File: config.mk
export PLATFORM = sky130hd
export DESIGN_NAME = isr_status
export DESIGN_NICKNAME = d
export VERILOG_FILES = /design/src/include/isr_pkg.sv /design/src/logic/isr_status.sv
export SDC_FILE = /design/constraint.sdc
export NUM_CORES = 1
export LEC_CHECK = 0
export BUFFER_PORTS_ARGS = -buffer_cell sky130_fd_sc_hd__clkbuf_2
export CORE_MARGIN = 1.5
export CORE_UTILIZATION = 62
export DETAILED_ROUTE_END_ITERATION = 6
export PLACE_DENSITY = 0.92
export SLEW_MARGIN = 0
export SYNTH_ARGS = -nofsm -noshare
export SYNTH_HDL_FRONTEND = slang
export SYNTH_SLANG_ARGS = --single-unit
File: constraint.sdc
create_clock -name mclk_i -period 3.7 [get_ports mclk_i]
set_input_delay 0.74 -clock mclk_i [delete_from_list [all_inputs] [get_ports mclk_i]]
set_output_delay 0.74 -clock mclk_i [all_outputs]
set_load 0.01 [all_outputs]
File: src/include/isr_pkg.sv
package isr_pkg;

  localparam int QW = 16;
  localparam int BW = 8;

  // status preset values
  localparam logic [QW-1:0] ISR_ENAB_PRESET = 16'h0000;
  localparam logic [QW-1:0] ISR_FALL_PRESET = 16'h0000;
  localparam logic [QW-1:0] ISR_RISE_PRESET = 16'h7FFF;

  // standard event register fields
  localparam int SE_PON = 7;
  localparam int SE_CME = 5;
  localparam int SE_EXE = 4;
  localparam int SE_DDE = 3;
  localparam int SE_QUE = 2;
  localparam int SE_OPC = 0;
  localparam logic [BW-1:0] SE_EXT_MASK = 8'h3C;
  localparam logic [BW-1:0] SE_RESET    = 8'h80;

  // status byte fields
  localparam int SB_OPER = 7;
  localparam int SB_MSS  = 6;
  localparam int SB_ESB  = 5;
  localparam int SB_MAV  = 4;
  localparam int SB_QSUM = 3;
  localparam int SB_ERR  = 2;

  localparam logic [7:0] ISR_ASCII_ONE = 8'h31;

  typedef enum logic [4:0] {
    ISR_NOP      = 5'h00,
    ISR_QENAB_WR = 5'h01,
    ISR_QENAB_RD = 5'h02,
    ISR_QFALL_WR = 5'h03,
    ISR_QFALL_RD = 5'h04,
    ISR_QRISE_WR = 5'h05,
    ISR_QRISE_RD = 5'h06,
    ISR_QEVT_RD  = 5'h07,
    ISR_OENAB_WR = 5'h08,
    ISR_OENAB_RD = 5'h09,
    ISR_OFALL_WR = 5'h0A,
    ISR_OFALL_RD = 5'h0B,
    ISR_ORISE_WR = 5'h0C,
    ISR_ORISE_RD = 5'h0D,
    ISR_OEVT_RD  = 5'h0E,
    ISR_PRESET   = 5'h0F,
    ISR_CLS      = 5'h10,
    ISR_SEE_WR   = 5'h11,
    ISR_SEE_RD   = 5'h12,
    ISR_SES_RD   = 5'h13,
    ISR_OPC      = 5'h14,
    ISR_OPC_Q    = 5'h15,
    ISR_SVC_WR   = 5'h16,
    ISR_SVC_RD   = 5'h17,
    ISR_SBYTE_RD = 5'h18,
    ISR_SPOLL    = 5'h19,
    ISR_WAI      = 5'h1A
  } isr_op_t;

  typedef enum logic [1:0] {
    ISR_RUN      = 2'b00,
    ISR_HOLD_WAI = 2'b01,
    ISR_HOLD_OPQ = 2'b10
  } isr_mode_t;

  typedef struct packed {
    logic            valid;
    isr_op_t         op;
    logic [QW-1:0]   data;
    logic            after_term;
  } isr_cmd_t;

  typedef struct packed {
    logic            valid;
    logic [QW-1:0]   data;
  } isr_rsp_t;

  typedef struct packed {
    logic [QW-1:0]   qenab;
    logic [QW-1:0]   qfall;
    logic [QW-1:0]   qrise;
    logic [QW-1:0]   qevt;
    logic [QW-1:0]   qprev;
    logic [QW-1:0]   oenab;
    logic [QW-1:0]   ofall;
    logic [QW-1:0]   orise;
    logic [QW-1:0]   oevt;
    logic [QW-1:0]   oprev;
    logic [BW-1:0]   see;
    logic [BW-1:0]   ses;
    logic [BW-1:0]   svc_en;
    logic            rqs;
    logic            mss_prev;
    logic            opc_pend;
    isr_mode_t       mode;
    isr_rsp_t        rsp;
    logic            oq_flush;
    logic            errq_clear;
    logic            oq_push;
  } isr_state_t;

endpackage

File: src/logic/isr_status.sv
`timescale 1ns/1ns
`default_nettype none

module isr_status
  import isr_pkg::*;
(
  input  wire logic          mclk_i,          // 10 MHz clock
  input  wire logic          sys_rst_i,       // sync reset, high
  input  wire isr_cmd_t      cmd_i,           // parsed status command
  output logic               cmd_ready_o,     // ready to take a command
  output isr_rsp_t           rsp_o,           // query answer
  input  wire logic [QW-1:0] questionable_summary_cond_i,     // live questionable condition
  input  wire logic [QW-1:0] oper_cond_i,     // live operation condition
  input  wire logic [BW-1:0] std_evt_i,       // standard error pulses
  input  wire logic          pend_busy_i,     // overlapped work outstanding
  input  wire logic          oq_nonempty_i,   // output queue holds data
  input  wire logic          errq_nonempty_i, // error queue holds entries
  input  wire logic          dev_clear_i,     // device clear pulse
  output logic [BW-1:0]      status_byte_o,   // live status byte
  output logic               srq_o,           // service request
  output logic               oq_flush_o,      // empty output queue pulse
  output logic               errq_clear_o,    // empty error queue pulse
  output logic               oq_push_o,       // push byte pulse
  output logic [7:0]         oq_byte_o        // byte to push
);

  isr_state_t s_reg;
  isr_state_t s_next;

  // transition filter shared by both condition groups
  function automatic logic [QW-1:0] edge_hits(input logic [QW-1:0] prev, input logic [QW-1:0] cur,
                                              input logic [QW-1:0] fall, input logic [QW-1:0] rise);
    edge_hits = (prev & ~cur & fall) | (~prev & cur & rise);
  endfunction

  logic          questionable_summary_sum;
  logic          oper_sum;
  logic          esb_sum;
  logic          mss;
  logic [BW-1:0] sbyte;
  logic [QW-1:0] q_hits;
  logic [QW-1:0] o_hits;
  logic [BW-1:0] se_hits;
  logic          take;

  // summaries are pure combinational, so mask writes show on the next edge
  assign questionable_summary_sum = |(s_reg.qevt & s_reg.qenab);
  assign oper_sum = |(s_reg.oevt & s_reg.oenab);
  assign esb_sum  = |(s_reg.ses & s_reg.see);
  always_comb begin
    sbyte          = '0;
    sbyte[SB_OPER] = oper_sum;
    sbyte[SB_ESB]  = esb_sum;
    sbyte[SB_MAV]  = oq_nonempty_i;
    sbyte[SB_QSUM] = questionable_summary_sum;
    sbyte[SB_ERR]  = errq_nonempty_i;
    mss            = |(sbyte & s_reg.svc_en);
    sbyte[SB_MSS]  = mss;
  end

  assign q_hits  = edge_hits(s_reg.qprev, questionable_summary_cond_i, s_reg.qfall, s_reg.qrise);
  assign o_hits  = edge_hits(s_reg.oprev, oper_cond_i, s_reg.ofall, s_reg.orise);
  assign se_hits = std_evt_i & SE_EXT_MASK;
  assign take    = cmd_i.valid && (s_reg.mode == ISR_RUN);

  always_comb begin
    s_next            = s_reg;
    s_next.qprev      = questionable_summary_cond_i;
    s_next.oprev      = oper_cond_i;
    s_next.rsp        = '0;
    s_next.oq_flush   = 1'b0;
    s_next.errq_clear = 1'b0;
    s_next.oq_push    = 1'b0;
    s_next.mss_prev   = mss;

    if (take) begin
      unique case (cmd_i.op)
        ISR_QENAB_WR: s_next.qenab = cmd_i.data;
        ISR_QFALL_WR: s_next.qfall = cmd_i.data;
        ISR_QRISE_WR: s_next.qrise = cmd_i.data;
        ISR_OENAB_WR: s_next.oenab = cmd_i.data;
        ISR_OFALL_WR: s_next.ofall = cmd_i.data;
        ISR_ORISE_WR: s_next.orise = cmd_i.data;
        ISR_SEE_WR:   s_next.see   = cmd_i.data[BW-1:0];
        ISR_SVC_WR:   s_next.svc_en = cmd_i.data[BW-1:0];
        ISR_QENAB_RD: s_next.rsp = '{valid: 1'b1, data: s_reg.qenab};
        ISR_QFALL_RD: s_next.rsp = '{valid: 1'b1, data: s_reg.qfall};
        ISR_QRISE_RD: s_next.rsp = '{valid: 1'b1, data: s_reg.qrise};
        ISR_OENAB_RD: s_next.rsp = '{valid: 1'b1, data: s_reg.oenab};
        ISR_OFALL_RD: s_next.rsp = '{valid: 1'b1, data: s_reg.ofall};
        ISR_ORISE_RD: s_next.rsp = '{valid: 1'b1, data: s_reg.orise};
        ISR_SEE_RD:   s_next.rsp = '{valid: 1'b1, data: {8'h00, s_reg.see}};
        ISR_SVC_RD:   s_next.rsp = '{valid: 1'b1, data: {8'h00, s_reg.svc_en}};
        ISR_QEVT_RD: begin
          s_next.rsp  = '{valid: 1'b1, data: s_reg.qevt};
          s_next.qevt = '0;
        end
        ISR_OEVT_RD: begin
          s_next.rsp  = '{valid: 1'b1, data: s_reg.oevt};
          s_next.oevt = '0;
        end
        ISR_SES_RD: begin
          s_next.rsp = '{valid: 1'b1, data: {8'h00, s_reg.ses}};
          s_next.ses = '0;
        end
        ISR_SBYTE_RD: s_next.rsp = '{valid: 1'b1, data: {8'h00, sbyte}};
        ISR_SPOLL: begin
          s_next.rsp = '{valid: 1'b1, data: {8'h00, sbyte[7], s_reg.rqs, sbyte[5:0]}};
          s_next.rqs = 1'b0;
        end
        ISR_PRESET: begin
          s_next.qenab = ISR_ENAB_PRESET;
          s_next.qfall = ISR_FALL_PRESET;
          s_next.qrise = ISR_RISE_PRESET;
          s_next.oenab = ISR_ENAB_PRESET;
          s_next.ofall = ISR_FALL_PRESET;
          s_next.orise = ISR_RISE_PRESET;
        end
        ISR_CLS: begin
          s_next.ses        = '0;
          s_next.qevt       = '0;
          s_next.oevt       = '0;
          s_next.rqs        = 1'b0;
          s_next.errq_clear = 1'b1;
          s_next.oq_flush   = cmd_i.after_term;
        end
        ISR_OPC:   s_next.opc_pend = 1'b1;
        ISR_OPC_Q: s_next.mode = ISR_HOLD_OPQ;
        ISR_WAI:   s_next.mode = ISR_HOLD_WAI;
        default: ;
      endcase
    end

    // pending work is one level from the overlapped command engine
    if (s_reg.opc_pend && !pend_busy_i) begin
      s_next.opc_pend = 1'b0;
      s_next.ses[SE_OPC] = 1'b1;
    end
    unique case (s_reg.mode)
      ISR_RUN: ;
      ISR_HOLD_WAI: begin
        if (!pend_busy_i || dev_clear_i) begin
          s_next.mode = ISR_RUN;
        end
      end
      ISR_HOLD_OPQ: begin
        if (dev_clear_i) begin
          s_next.mode = ISR_RUN;
        end else if (!pend_busy_i) begin
          s_next.mode    = ISR_RUN;
          s_next.oq_push = 1'b1;
        end
      end
      default: s_next.mode = ISR_RUN;
    endcase

    // hardware sets after any clear so an event in a read cycle survives
    s_next.qevt = s_next.qevt | q_hits;
    s_next.oevt = s_next.oevt | o_hits;
    s_next.ses  = s_next.ses | se_hits;
    // a fresh reason for service raises the request flag
    if (mss && !s_reg.mss_prev) begin
      s_next.rqs = 1'b1;
    end
    // only clears here; a poll or clear-status drop is undone only by a fresh mss rise in the same cycle
    if (!mss && s_reg.svc_en == '0) begin
      s_next.rqs = 1'b0;
    end
  end

  always_ff @(posedge mclk_i) begin
    if (sys_rst_i) begin
      s_reg       <= '0;
      s_reg.qfall <= ISR_FALL_PRESET;
      s_reg.qrise <= ISR_RISE_PRESET;
      s_reg.ofall <= ISR_FALL_PRESET;
      s_reg.orise <= ISR_RISE_PRESET;
      s_reg.ses   <= SE_RESET;
      s_reg.mode  <= ISR_RUN;
    end else begin
      s_reg <= s_next;
    end
  end

  assign cmd_ready_o   = (s_reg.mode == ISR_RUN);
  assign rsp_o         = s_reg.rsp;
  assign status_byte_o = sbyte;
  assign srq_o         = s_reg.rqs;
  assign oq_flush_o    = s_reg.oq_flush;
  assign errq_clear_o  = s_reg.errq_clear;
  assign oq_push_o     = s_reg.oq_push;
  assign oq_byte_o     = ISR_ASCII_ONE;

  property p_questionable_summary_sum;
    @(posedge mclk_i) disable iff (sys_rst_i)
      status_byte_o[SB_QSUM] == |(s_reg.qevt & s_reg.qenab);
  endproperty
  a_questionable_summary_sum: assert property (p_questionable_summary_sum) else $error("questionable summary wrong");

  property p_preset;
    @(posedge mclk_i) disable iff (sys_rst_i)
      take && cmd_i.op == ISR_PRESET |=> s_reg.qenab == 16'h0000 && s_reg.qfall == 16'h0000
                                          && s_reg.qrise == 16'h7FFF;
  endproperty
  a_preset: assert property (p_preset) else $error("preset values wrong");

  property p_rise_latch;
    @(posedge mclk_i) disable iff (sys_rst_i)
      (|(~s_reg.qprev & questionable_summary_cond_i & s_reg.qrise)) |=> (|s_reg.qevt);
  endproperty
  a_rise_latch: assert property (p_rise_latch) else $error("rising change lost");

  property p_no_filter;
    @(posedge mclk_i) disable iff (sys_rst_i)
      (s_reg.qfall[3] == 1'b0 && s_reg.qrise[3] == 1'b0 && !s_reg.qevt[3]) |=> !s_reg.qevt[3];
  endproperty
  a_no_filter: assert property (p_no_filter) else $error("unfiltered bit latched");

  property p_ses_clear;
    @(posedge mclk_i) disable iff (sys_rst_i)
      take && cmd_i.op == ISR_SES_RD && std_evt_i == 8'h00 && !s_reg.opc_pend
        |=> rsp_o.valid && rsp_o.data[7:0] == $past(s_reg.ses) && s_reg.ses == 8'h00;
  endproperty
  a_ses_clear: assert property (p_ses_clear) else $error("event read did not clear");

  property p_opc_wait;
    @(posedge mclk_i) disable iff (sys_rst_i)
      take && cmd_i.op == ISR_OPC && !s_reg.ses[SE_OPC] ##1 pend_busy_i[*3] |=> !s_reg.ses[SE_OPC];
  endproperty
  a_opc_wait: assert property (p_opc_wait) else $error("opc set while busy");

  property p_wai_hold;
    @(posedge mclk_i) disable iff (sys_rst_i)
      take && cmd_i.op == ISR_WAI && pend_busy_i ##1 (pend_busy_i && !dev_clear_i) |=> !cmd_ready_o;
  endproperty
  a_wai_hold: assert property (p_wai_hold) else $error("wait released early");

  property p_opcq_push;
    @(posedge mclk_i) disable iff (sys_rst_i)
      s_reg.mode == ISR_HOLD_OPQ && !pend_busy_i && !dev_clear_i |=> oq_push_o && cmd_ready_o;
  endproperty
  a_opcq_push: assert property (p_opcq_push) else $error("opc query did not answer");

  property p_sre_zero;
    @(posedge mclk_i) disable iff (sys_rst_i)
      s_reg.svc_en == 8'h00 ##1 s_reg.svc_en == 8'h00 |-> !status_byte_o[SB_MSS];
  endproperty
  a_sre_zero: assert property (p_sre_zero) else $error("service summary without mask");

  property p_spoll;
    @(posedge mclk_i) disable iff (sys_rst_i)
      take && cmd_i.op == ISR_SPOLL && !(mss && !s_reg.mss_prev)
        |=> rsp_o.data[SB_MSS] == $past(s_reg.rqs) && !srq_o;
  endproperty
  a_spoll: assert property (p_spoll) else $error("serial poll flag wrong");

  property p_cls;
    @(posedge mclk_i) disable iff (sys_rst_i)
      take && cmd_i.op == ISR_CLS && q_hits == '0 |=> s_reg.qevt == '0 && errq_clear_o
                                                     && oq_flush_o == $past(cmd_i.after_term);
  endproperty
  a_cls: assert property (p_cls) else $error("clear status incomplete");

  property p_cls_rqs;
    @(posedge mclk_i) disable iff (sys_rst_i)
      take && cmd_i.op == ISR_CLS && !(mss && !s_reg.mss_prev) |=> !srq_o;
  endproperty
  a_cls_rqs: assert property (p_cls_rqs) else $error("clear status left service request");

endmodule

`default_nettype wire

==> results of run 1 <==
where the power goes:
| group | switching [mW] | total [mW] | internal, mW |
|---|---|---|---|
| Sequential | 0.0736 | 2.37 | 2.30 |
| Combinational | 0.222 | 0.344 | 0.122 |
| Clock | 0.872 | 2.06 | 1.19 |
cells in the final DEF (no fill, tap or decap), drive strengths merged, types with 17 or more instances in the layout:
| cell type | n |
|---|---|
| nor2 | 235 |
| dfxtp | 207 |
| clkbuf | 122 |
| a21oi | 111 |
| nand2 | 77 |
| o21ai | 38 |
| nor2b | 37 |
| a22oi | 36 |
| nand3b | 34 |
| a211o | 30 |
| a221oi | 28 |
| a22o | 27 |
| buf | 22 |
| a31oi | 17 |
cell usage after synthesis (all sizes together) (2+ instances only):
cell	number	area (um2)
a211o	30	263
a211oi	2	15.0
a21o	2	15.0
a21oi	111	556
a221oi	28	245
a222oi	4	40.0
a22o	27	236
a22oi	36	270
a31oi	17	106
a32oi	2	17.5
and2	3	18.8
and3	6	37.5
buf	57	378
clkbuf	44	165
conb	2	7.51
dfxtp	207	4140
inv	2	7.51
mux2	2	22.5
mux2i	10	100
nand2	77	292
nand2b	4	25.0
nand3	3	15.0
nand3b	34	255
nand4	4	25.0
nor2	235	885
nor2b	37	231
nor3	10	75.1
nor4	7	71.3
o21ai	38	190
or3	3	18.8
or3b	3	26.3
xnor2	3	26.3
cell families after synthesis:
family,after synthesis
buffers and inverters,103
xor gates and xnor gates,4
DFF,207
muxes,12
AOI/OAI and AO/OA,301
other,2
and+or+nand+nor,430
final cells by class:
cell class / instances / area (um2) / area share [%]
multi-input combinational: 757 / 4210 / 42.6
sequential: 207 / 4140 / 41.9
clock buffer: 31 / 633 / 6.40
timing repair buffer: 113 / 624 / 6.31
tap: 180 / 225 / 2.28
clock inverter: 7 / 41.3 / 0.418
inverter: 2 / 7.51 / 0.0759
antenna: 1 / 2.50 / 0.0253
stage by stage:
stage,utilization (%),setup slack [ns],area (um2),power [mW]
after floorplan,-,1.32,8900,2.62
after global placement,66.1,0.963,9210,2.73
final,71.0,0.468,9890,4.78
after CTS,70.9,0.522,9880,4.76
after global routing,70.9,0.467,9880,4.91
after detailed placement,66.1,0.928,9210,2.74
worst min-delay path: cells and delay by family:
kind                   cells  cell delay (ns)
buffers and inverters      1             0.07
AND/OR/NAND/NOR            1             0.06
AO/OA/AOI/OAI              1             0.03
how the worst max path moves through the flow:
stage                                      to  cells past startpoint
after floorplan              status_byte_o[6]                      5
after global placement    rsp_o[7]$_SDFF_PP0_                      7
after detailed placement  rsp_o[7]$_SDFF_PP0_                      7
after CTS                    status_byte_o[6]                      7
after global routing         status_byte_o[6]                      7
final                        status_byte_o[6]                      7
per-layer routing:
metal | GRT usage, % | vias to the layer above | share of wire, %
met5 | 0 | - | 0
met4 | 16.6 | 0 | 5.3
met3 | 11.1 | 138 | 15
met2 | 53.5 | 641 | 42
met1 | 47.7 | 3873 | 37
li1 | - | 3802 | -
==> impl_metrics.py, run 1 <==
metrics = {
    "global_route": {
        "grt-ovfl-total": 0,
        "antenna_found_initial": 2,
        "grt_max_degree": 125,
        "first_global_vias": 7659,
        "grt_first_pass_wirelength_um": 41200,
        "track_usage_pct": 35.9,
    },
    "die": {
        "ios": 107,
        "start_util_pct": 63.6,
        "die_area_um2": 15000,
        "fp.coreArea_um2": 13900,
        "die_w_um": 123,
        "dieHeight_um": 123,
        "num_rows": 43,
    },
    "setup_path": {
        "setup.worst_path.start_class": "flop",
        "r2r-start": "s_reg[70]$_SDFF_PP0_",
        "crit_chain": "a22o_1 > a221oi_1 > nand4_1 > a221oi_1 > buf_4 > inv_1 > clkbuf_2",
        "cp_slowest_cell": "dfxtp_1",
        "path_delay_family": "compound AO/OA/AOI/OAI gates",
        "reg2reg_slack_ns": 1.47,
        "cp_max_fo": 4,
        "required_ns": 2.96,
        "r2r_end": "srq_o$_SDFFE_PP0P_",
        "crit_path_start": "s_reg[70]$_SDFF_PP0_",
        "reg2reg_depth": 7,
        "path_class": "reg2out",
        "crit_top_cell": "a221oi_1",
        "path_buf_inv": 3,
        "worstSetupEndpointType": "output pin",
        "critPathArrivalTime_ns": 2.49,
        "cpPeakStageDelay_ns": 0.38,
    },
    "synthesis": {
        "ys.flop_type": "dfxtp_1",
        "ys_warn_count": 0,
        "async_flop_share_pct": 0,
        "synth_simple_gate_area_share_pct": 22.7,
        "synth.distinct_cells": 51,
        "synth.mux.area_fraction_pct": 1.38,
        "netlist_instances": 1059,
        "synth-seq-cells": 207,
        "synth_compound_area_share_pct": 22.5,
        "synth-xor-area-share_pct": 0.395,
        "seq_area_frac_synth_pct": 46.7,
        "synth_enable_flop_cells": 0,
        "synth.avg_cell_area_um2": 8.37,
        "synth_top_family_by_area": "simple AND/OR/NAND/NOR gates",
        "synth_adder_area_share_pct": 0,
        "syn_area_um2": 8870,
    },
    "route": {
        "postRouteAntennaNets": 0,
        "firstDrtPassIters": 7,
        "viasPerCell": 6.51,
        "num_vias": 8454,
        "drt_iter0_drc": 1477,
        "totalWireLength_um": 26900,
        "wl_per_cell_um": 20.7,
        "drcViolationCount": 17,
    },
    "timing": {
        "slew_violations": 0,
        "whs_ns": 0.451,
        "slew-limit-headroom_pct": 37.9,
        "final.setup_skew_ns": 0.0212,
        "hold_violations": 0,
        "timing.final.crit_share_pct": 87.4,
        "finalCriticalPeriod_ns": 3.23,
        "setup_viol": 0,
        "tightest_slew_ns": 0.932,
        "rsz0062_at_grt": "no",
        "tns_ns": 0,
        "max_freq_ghz": 0.309,
    },
    "clock_network": {
        "hold_buffers": 0,
        "root_buffer": "clkbuf_16",
        "clkSinkCount": 207,
        "h-tree-depth": 1,
        "ctsLongestPathBuffers": 3,
        "cts_resized": 0,
        "cts_buffers": 21,
        "clkTransAtPathRegs_ns": 0.06,
        "clock_latency_ns": 0.51,
        "post-cts-setup-buffer-count": 0,
        "cts_tree": "yes",
    },
    "worst_hold_path": {
        "whs_path_depth": 3,
        "hold_class": "in2reg",
        "whs_endpoint": "s_reg[37]$_SDFF_PP0_",
        "hp-start": "std_evt_i[4]",
    },
    "final_layout": {
        "drive_gt1_share_pct": 14.9,
        "stdcell_count": 1298,
        "largest_register_ff_count": 186,
        "nets": 1171,
        "fillers": 1034,
        "synthToLayoutAreaGrowth_pct": 11.5,
    },
    "placed_design": {
        "port_buffers": 92,
        "gp_congestion": 0.935,
        "dpl.cell_count": 1259,
        "place_hpwl_um": 17800,
    },
    "outcome": {
        "status": "finished with violations",
        "violations": "DRC",
    },
    "pwr": {
        "cellLeakagePower_nw": 3.91,
        "ir_drop_uv": 289,
        "power_density_nw_per_um2": 483,
    },
    "job": {
        "cap_violations": 0,
    },
}
Power figures use the tool's default switching activity.
==> run 2: changes to the inputs <==
==> config.mk (replaced) <==
export PLATFORM = sky130hd
export DESIGN_NAME = isr_status
export DESIGN_NICKNAME = d
export VERILOG_FILES = /design/src/include/isr_pkg.sv /design/src/logic/isr_status.sv
export SDC_FILE = /design/constraint.sdc
export NUM_CORES = 1
export LEC_CHECK = 0
export CORE_MARGIN = 1
export CORE_UTILIZATION = 67
export DETAILED_ROUTE_END_ITERATION = 6
export DONT_BUFFER_PORTS = 1
export PLACE_DENSITY = 0.91
export SLEW_MARGIN = 0
export SYNTH_ARGS = -nofsm -noshare
export SYNTH_HDL_FRONTEND = slang
export SYNTH_SLANG_ARGS = --single-unit
==> run 2 against run 1 <==
Effect of this change: the run now ends clean; critical path type unchanged; critical endpoint unchanged; combinational power down 31%; first-iteration DRC count down 12%; die area down 8.8%; core utilization up 2.7 points; non-clock buffer count down 95; global-route usage up 3.1 points; final cell count down 8.0%.
==> impl_metrics.py, run 2 (same netlist as run 1, synthesis figures left out) <==
metrics = {
    "outcome": {
        "status": "finished, final reports clean",
    },
    "setup_path": {
        "crit_top_cell": "a221oi_1",
        "reg2reg_depth": 7,
        "reg2reg_slack_ns": 1.28,
        "path_buf_inv": 2,
        "crit_chain": "a22o_1 > a221oi_1 > nand4_1 > a221oi_1 > buf_4 > inv_1",
        "cp_max_fo": 4,
        "r2r-start": "s_reg[70]$_SDFF_PP0_",
        "cp_slowest_cell": "nand4_1",
        "critPathArrivalTime_ns": 2.61,
        "worstSetupEndpointType": "output pin",
        "r2r_end": "rsp_o[6]$_SDFF_PP0_",
        "path_class": "reg2out",
        "setup.worst_path.start_class": "flop",
        "crit_path_start": "s_reg[70]$_SDFF_PP0_",
        "required_ns": 2.96,
        "path_delay_family": "compound AO/OA/AOI/OAI gates",
        "cpPeakStageDelay_ns": 0.49,
    },
    "final_layout": {
        "antenna_cells": 0,
        "synthToLayoutAreaGrowth_pct": 6.18,
        "drive_gt1_share_pct": 7.34,
        "stdcell_area_um2": 9410,
        "layout_common_cells": "nor2_1, dfxtp_1, a21oi_1, nand2_1, nor2b_1",
        "stdcell_count": 1194,
        "finalCoreUtilization_pct": 73.7,
        "final_common_cell": "nor2_1",
        "largest_register_ff_count": 186,
        "fillers": 922,
        "nets": 1076,
    },
    "global_route": {
        "grt_max_degree": 191,
        "grt-ovfl-total": 0,
        "track_usage_pct": 39.0,
        "first_global_vias": 7361,
        "grt_first_pass_wirelength_um": 40100,
        "antenna_found_initial": 2,
    },
    "timing": {
        "setup_viol": 0,
        "whs_ns": 0.307,
        "rsz0062_at_grt": "no",
        "slew_violations": 0,
        "fin_ws_ns": 0.354,
        "final.setup_skew_ns": 0.0197,
        "tightest_slew_ns": 0.971,
        "max_freq_ghz": 0.299,
        "timing.final.crit_share_pct": 90.4,
        "finalCriticalPeriod_ns": 3.35,
        "tns_ns": 0,
        "slew-limit-headroom_pct": 35.2,
        "hold_violations": 0,
    },
    "placed_design": {
        "placed_cell_area_um2": 8720,
        "dpl.cell_count": 1156,
        "place_ws_ns": 0.997,
        "place_hpwl_um": 17600,
        "port_buffers": 0,
        "gp_congestion": 0.942,
    },
    "route": {
        "drcViolationCount": 0,
        "postRouteAntennaNets": 0,
        "drt_iter0_drc": 1305,
        "firstDrtPassIters": 6,
        "num_vias": 8107,
        "wl_per_cell_um": 22.1,
        "viasPerCell": 6.79,
        "totalWireLength_um": 26400,
    },
    "clock_network": {
        "ctsLongestPathBuffers": 3,
        "cts_tree": "yes",
        "h-tree-depth": 1,
        "hold_buffers": 0,
        "post-cts-setup-buffer-count": 0,
        "clkSinkCount": 207,
        "clkTransAtPathRegs_ns": 0.06,
        "clock_latency_ns": 0.52,
        "cts_resized": 0,
        "root_buffer": "clkbuf_16",
        "cts_buffers": 21,
    },
    "pwr": {
        "p_clk_share_pct": 44.7,
        "ir_drop_uv": 357,
        "power_density_nw_per_um2": 501,
        "swShare_pct": 23.1,
        "combPwrFrac_pct": 5.0,
        "cellLeakagePower_nw": 3.51,
        "power.total_mw": 4.72,
        "seqPwrFrac_pct": 50.3,
        "p_sw_mw": 1.09,
        "cell_internal_pwr_mw": 3.63,
    },
    "die": {
        "fp.coreArea_um2": 12800,
        "die_w_um": 117,
        "dieHeight_um": 117,
        "start_util_pct": 69.4,
        "ios": 107,
        "num_rows": 41,
        "die_area_um2": 13700,
    },
    "worst_hold_path": {
        "whs_path_depth": 1,
        "hp-start": "sys_rst_i",
        "whs_endpoint": "s_reg[103]$_SDFFE_PP0P_",
        "hold_class": "in2reg",
    },
    "job": {
        "cap_violations": 0,
    },
}
## run 2: cell count changes in the layout (fill, tap and decap cells not counted)
cell,previous run,this run
buf_4,21,18
buf_6,1,0
bufinv_16,0,1
clkbuf_1,3,1
clkbuf_2,91,0
clkbuf_8,7,6
clkinv_2,5,6
clkinvlp_4,1,2
diode_2,1,0
o21ai_1,3,1
o21ai_2,2,4
## run 2: area by class of cell
| class | instances | area, um2 | area share [%] |
|---|---|---|---|
| sequential | 207 | 4140 | 44.0 |
| clock buffer | 28 | 612 | 6.50 |
| inverter | 2 | 7.51 | 0.0797 |
| timing repair buffer | 18 | 135 | 1.44 |
| clock inverter | 10 | 83.8 | 0.890 |
| multi-input combinational | 757 | 4220 | 44.8 |
| tap | 172 | 215 | 2.29 |
## run 2: how the worst max path moves through the flow
stage	to	slack, ns	cells past startpoint
2_1_floorplan	status_byte_o[6]	1.32	5
3_3_place_gp	status_byte_o[6]	0.99	6
3_5_place_dp	status_byte_o[6]	1.0	6
4_1_cts	status_byte_o[6]	0.52	6
5_1_grt	status_byte_o[6]	0.34	6
6_report	status_byte_o[6]	0.35	6
## run 2: power by group through the flow
| stage | combinational (mW) | sequential [mW] | clock, mW |
|---|---|---|---|
| finish | 0.236 | 2.37 | 2.11 |
| floorplan | 0.237 | 2.39 | 0 |
| global placement | 0.219 | 2.41 | 0 |
| global route | 0.259 | 2.38 | 2.19 |
| detailed placement | 0.226 | 2.42 | 0 |
| CTS | 0.228 | 2.37 | 2.11 |
## run 2: per-layer routing
layer  vias to the layer above  track usage [%]  part of all wire (%)
met2                       625             56.3                    42
li1                       3606                -                     -
met4                         4             21.9                   5.8
met1                      3728             51.9                    37
met5                         -                0                  0.22
met3                       144             12.1                    15
==> run 3: changes to the inputs <==
--- a/config.mk
+++ b/config.mk
@@ -9,7 +9,8 @@
 export CORE_UTILIZATION = 67
 export DETAILED_ROUTE_END_ITERATION = 6
 export DONT_BUFFER_PORTS = 1
-export PLACE_DENSITY = 0.91
+export HOLD_SLACK_MARGIN = 0.15
+export PLACE_DENSITY = 0.93
 export SLEW_MARGIN = 0
 export SYNTH_ARGS = -nofsm -noshare
 export SYNTH_HDL_FRONTEND = slang
==> run 3 against run 2 <==
Effect of this change: sequential cell count unchanged; largest cell class unchanged; maximum frequency rose by 2.5%; sequential power about the same; total power fell by 0.23%; critical path depth is the same; cell area decreased by 0.21%; setup slack improved by 0.080 ns; via count is 0.28% lower; combinational power hardly changed; non-clock buffer count is the same.
==> impl_metrics.py, run 3 (same netlist as run 1, synthesis figures left out) <==
metrics = {
    "global_route": {
        "antenna_found_initial": 0,
        "grt_use_met1_pct": 54.8,
        "grt_max_degree": 191,
        "grt_first_pass_wirelength_um": 40500,
        "grt_use_met2_pct": 57.8,
        "busiest_layer": "met2",
        "track_usage_pct": 39.6,
        "first_global_vias": 7288,
        "use_met3_pct": 10.7,
        "grt-ovfl-total": 0,
    },
    "clock_network": {
        "clock_latency_ns": 0.50,
        "hold_buffers": 0,
        "cts_resized": 0,
        "h-tree-depth": 1,
        "clkSinkCount": 207,
        "post-cts-setup-buffer-count": 0,
        "clkTransAtPathRegs_ns": 0.06,
        "cts_tree": "yes",
        "ctsLongestPathBuffers": 3,
        "root_buffer": "clkbuf_16",
        "cts_buffers": 21,
    },
    "final_layout": {
        "largest_register_ff_count": 186,
        "final_common_cell": "nor2_1",
        "nets": 1076,
        "antenna_cells": 0,
        "stdcell_count": 1192,
        "drive_gt1_share_pct": 6.57,
        "finalCoreUtilization_pct": 73.5,
        "synthToLayoutAreaGrowth_pct": 5.96,
        "layout_common_cells": "nor2_1, dfxtp_1, a21oi_1, nand2_1, nor2b_1",
    },
    "die": {
        "start_util_pct": 69.4,
        "die_w_um": 117,
        "num_rows": 41,
        "ios": 107,
        "fp.coreArea_um2": 12800,
        "die_area_um2": 13700,
        "dieHeight_um": 117,
    },
    "setup_path": {
        "path_class": "reg2out",
        "setup.worst_path.start_class": "flop",
        "crit_top_cell": "a221oi_1",
        "cp_slowest_cell": "nand4_1",
        "crit_chain": "a22o_1 > a221oi_1 > nand4_1 > a221oi_1 > buf_4 > inv_1",
        "critPathArrivalTime_ns": 2.53,
        "required_ns": 2.96,
        "cpPeakStageDelay_ns": 0.42,
        "cp_max_fo": 4,
        "worstSetupEndpointType": "output pin",
    },
    "route": {
        "wl_per_cell_um": 22.4,
        "firstDrtPassIters": 6,
        "num_vias": 8084,
        "totalWireLength_um": 26600,
        "drt_iter0_drc": 1703,
        "drcViolationCount": 0,
        "postRouteAntennaNets": 0,
        "viasPerCell": 6.78,
    },
    "outcome": {
        "status": "finished, final reports clean",
    },
    "pwr": {
        "power.total_mw": 4.71,
        "p_sw_mw": 1.06,
        "power_density_nw_per_um2": 501,
        "p_clk_share_pct": 44.5,
        "cellLeakagePower_nw": 3.50,
        "seqPwrFrac_pct": 50.5,
        "ir_drop_uv": 509,
        "combPwrFrac_pct": 5.0,
        "swShare_pct": 22.5,
        "cell_internal_pwr_mw": 3.65,
    },
    "placed_design": {
        "dpl.cell_count": 1156,
        "gp_congestion": 0.996,
        "place_hpwl_um": 18000,
        "port_buffers": 0,
    },
    "job": {
        "cap_violations": 0,
    },
    "timing": {
        "timing.final.crit_share_pct": 88.3,
        "hold_violations": 0,
        "max_freq_ghz": 0.306,
        "finalCriticalPeriod_ns": 3.27,
        "rsz0062_at_grt": "no",
        "tightest_slew_ns": 0.974,
        "slew-limit-headroom_pct": 35.1,
        "setup_viol": 0,
        "slew_violations": 0,
        "final.setup_skew_ns": 0.0150,
        "tns_ns": 0,
    },
    "worst_hold_path": {
        "hold_class": "in2reg",
    },
}
## run 3: cell count changes in the layout (fill, tap and decap cells not counted)
cell	before	now
clkinvlp_4	2	0
clkinv_2	6	1
clkbuf_8	6	7
inv_6	1	0
clkbuf_1	1	6
o21ai_1	1	2
o21ai_2	4	3
## run 3: worst max-delay path, delay by kind of cell (launching register included)
kind | cells | cell delay [ns]
and+or+nand+nor | 1 | 0.42
AOI/OAI and AO/OA | 3 | 1.01
buffers and inverters | 2 | 0.26
DFF | 1 | 0.35
## run 3: path summary, 6_finish.rpt
check                           endpoint  slack (ns)  cells after the start              startpoint
setup reg to reg     rsp_o[6]$_SDFF_PP0_        1.36                      7   s_reg[147]$_SDFF_PP0_
hold / removal      oq_push_o$_SDFF_PP0_        0.31                      1             pend_busy_i
setup / recovery        status_byte_o[6]        0.43                      6   s_reg[147]$_SDFF_PP0_
hold reg to reg   s_reg[41]$_SDFFE_PP0P_        0.46                      2  s_reg[41]$_SDFFE_PP0P_
## run 3: power by group through the flow
| stage | logic [mW] | registers (mW) | clock network (mW) |
|---|---|---|---|
| floorplan | 0.237 | 2.39 | 0 |
| detailed placement | 0.227 | 2.42 | 0 |
| global route | 0.258 | 2.38 | 2.19 |
| CTS | 0.230 | 2.37 | 2.09 |
| global placement | 0.218 | 2.41 | 0 |
| finish | 0.236 | 2.37 | 2.10 |
## run 3: layout make-up
cell class | count | area, um2
multi-input cells | 757 | 4210
flip-flops and latches | 207 | 4140
fillers | 904 | 3380
clock buffers | 34 | 644
well taps | 172 | 215
repair buffers | 18 | 135
clock inverters | 2 | 35.0
inverters | 2 | 7.51
## run 3: layer usage
| layer | vias up | wire length [um] |
|---|---|---|
| met2 | 642 | 11100 |
| met5 | - | 0 |
| met1 | 3735 | 10400 |
| met3 | 116 | 3850 |
| li1 | 3591 | - |
| met4 | 0 | 1340 |
## run 3: through the flow
stage          instance area, um2  hold slack (ns)  setup slack (ns)
2_1_floorplan                8900            0.431              1.32
3_3_place_gp                 8710            0.446              1.04
3_5_place_dp                 8710            0.453              1.02
4_1_cts                      9390            0.313             0.505
5_1_grt                      9390            0.309             0.320
6_report                     9390            0.311             0.434
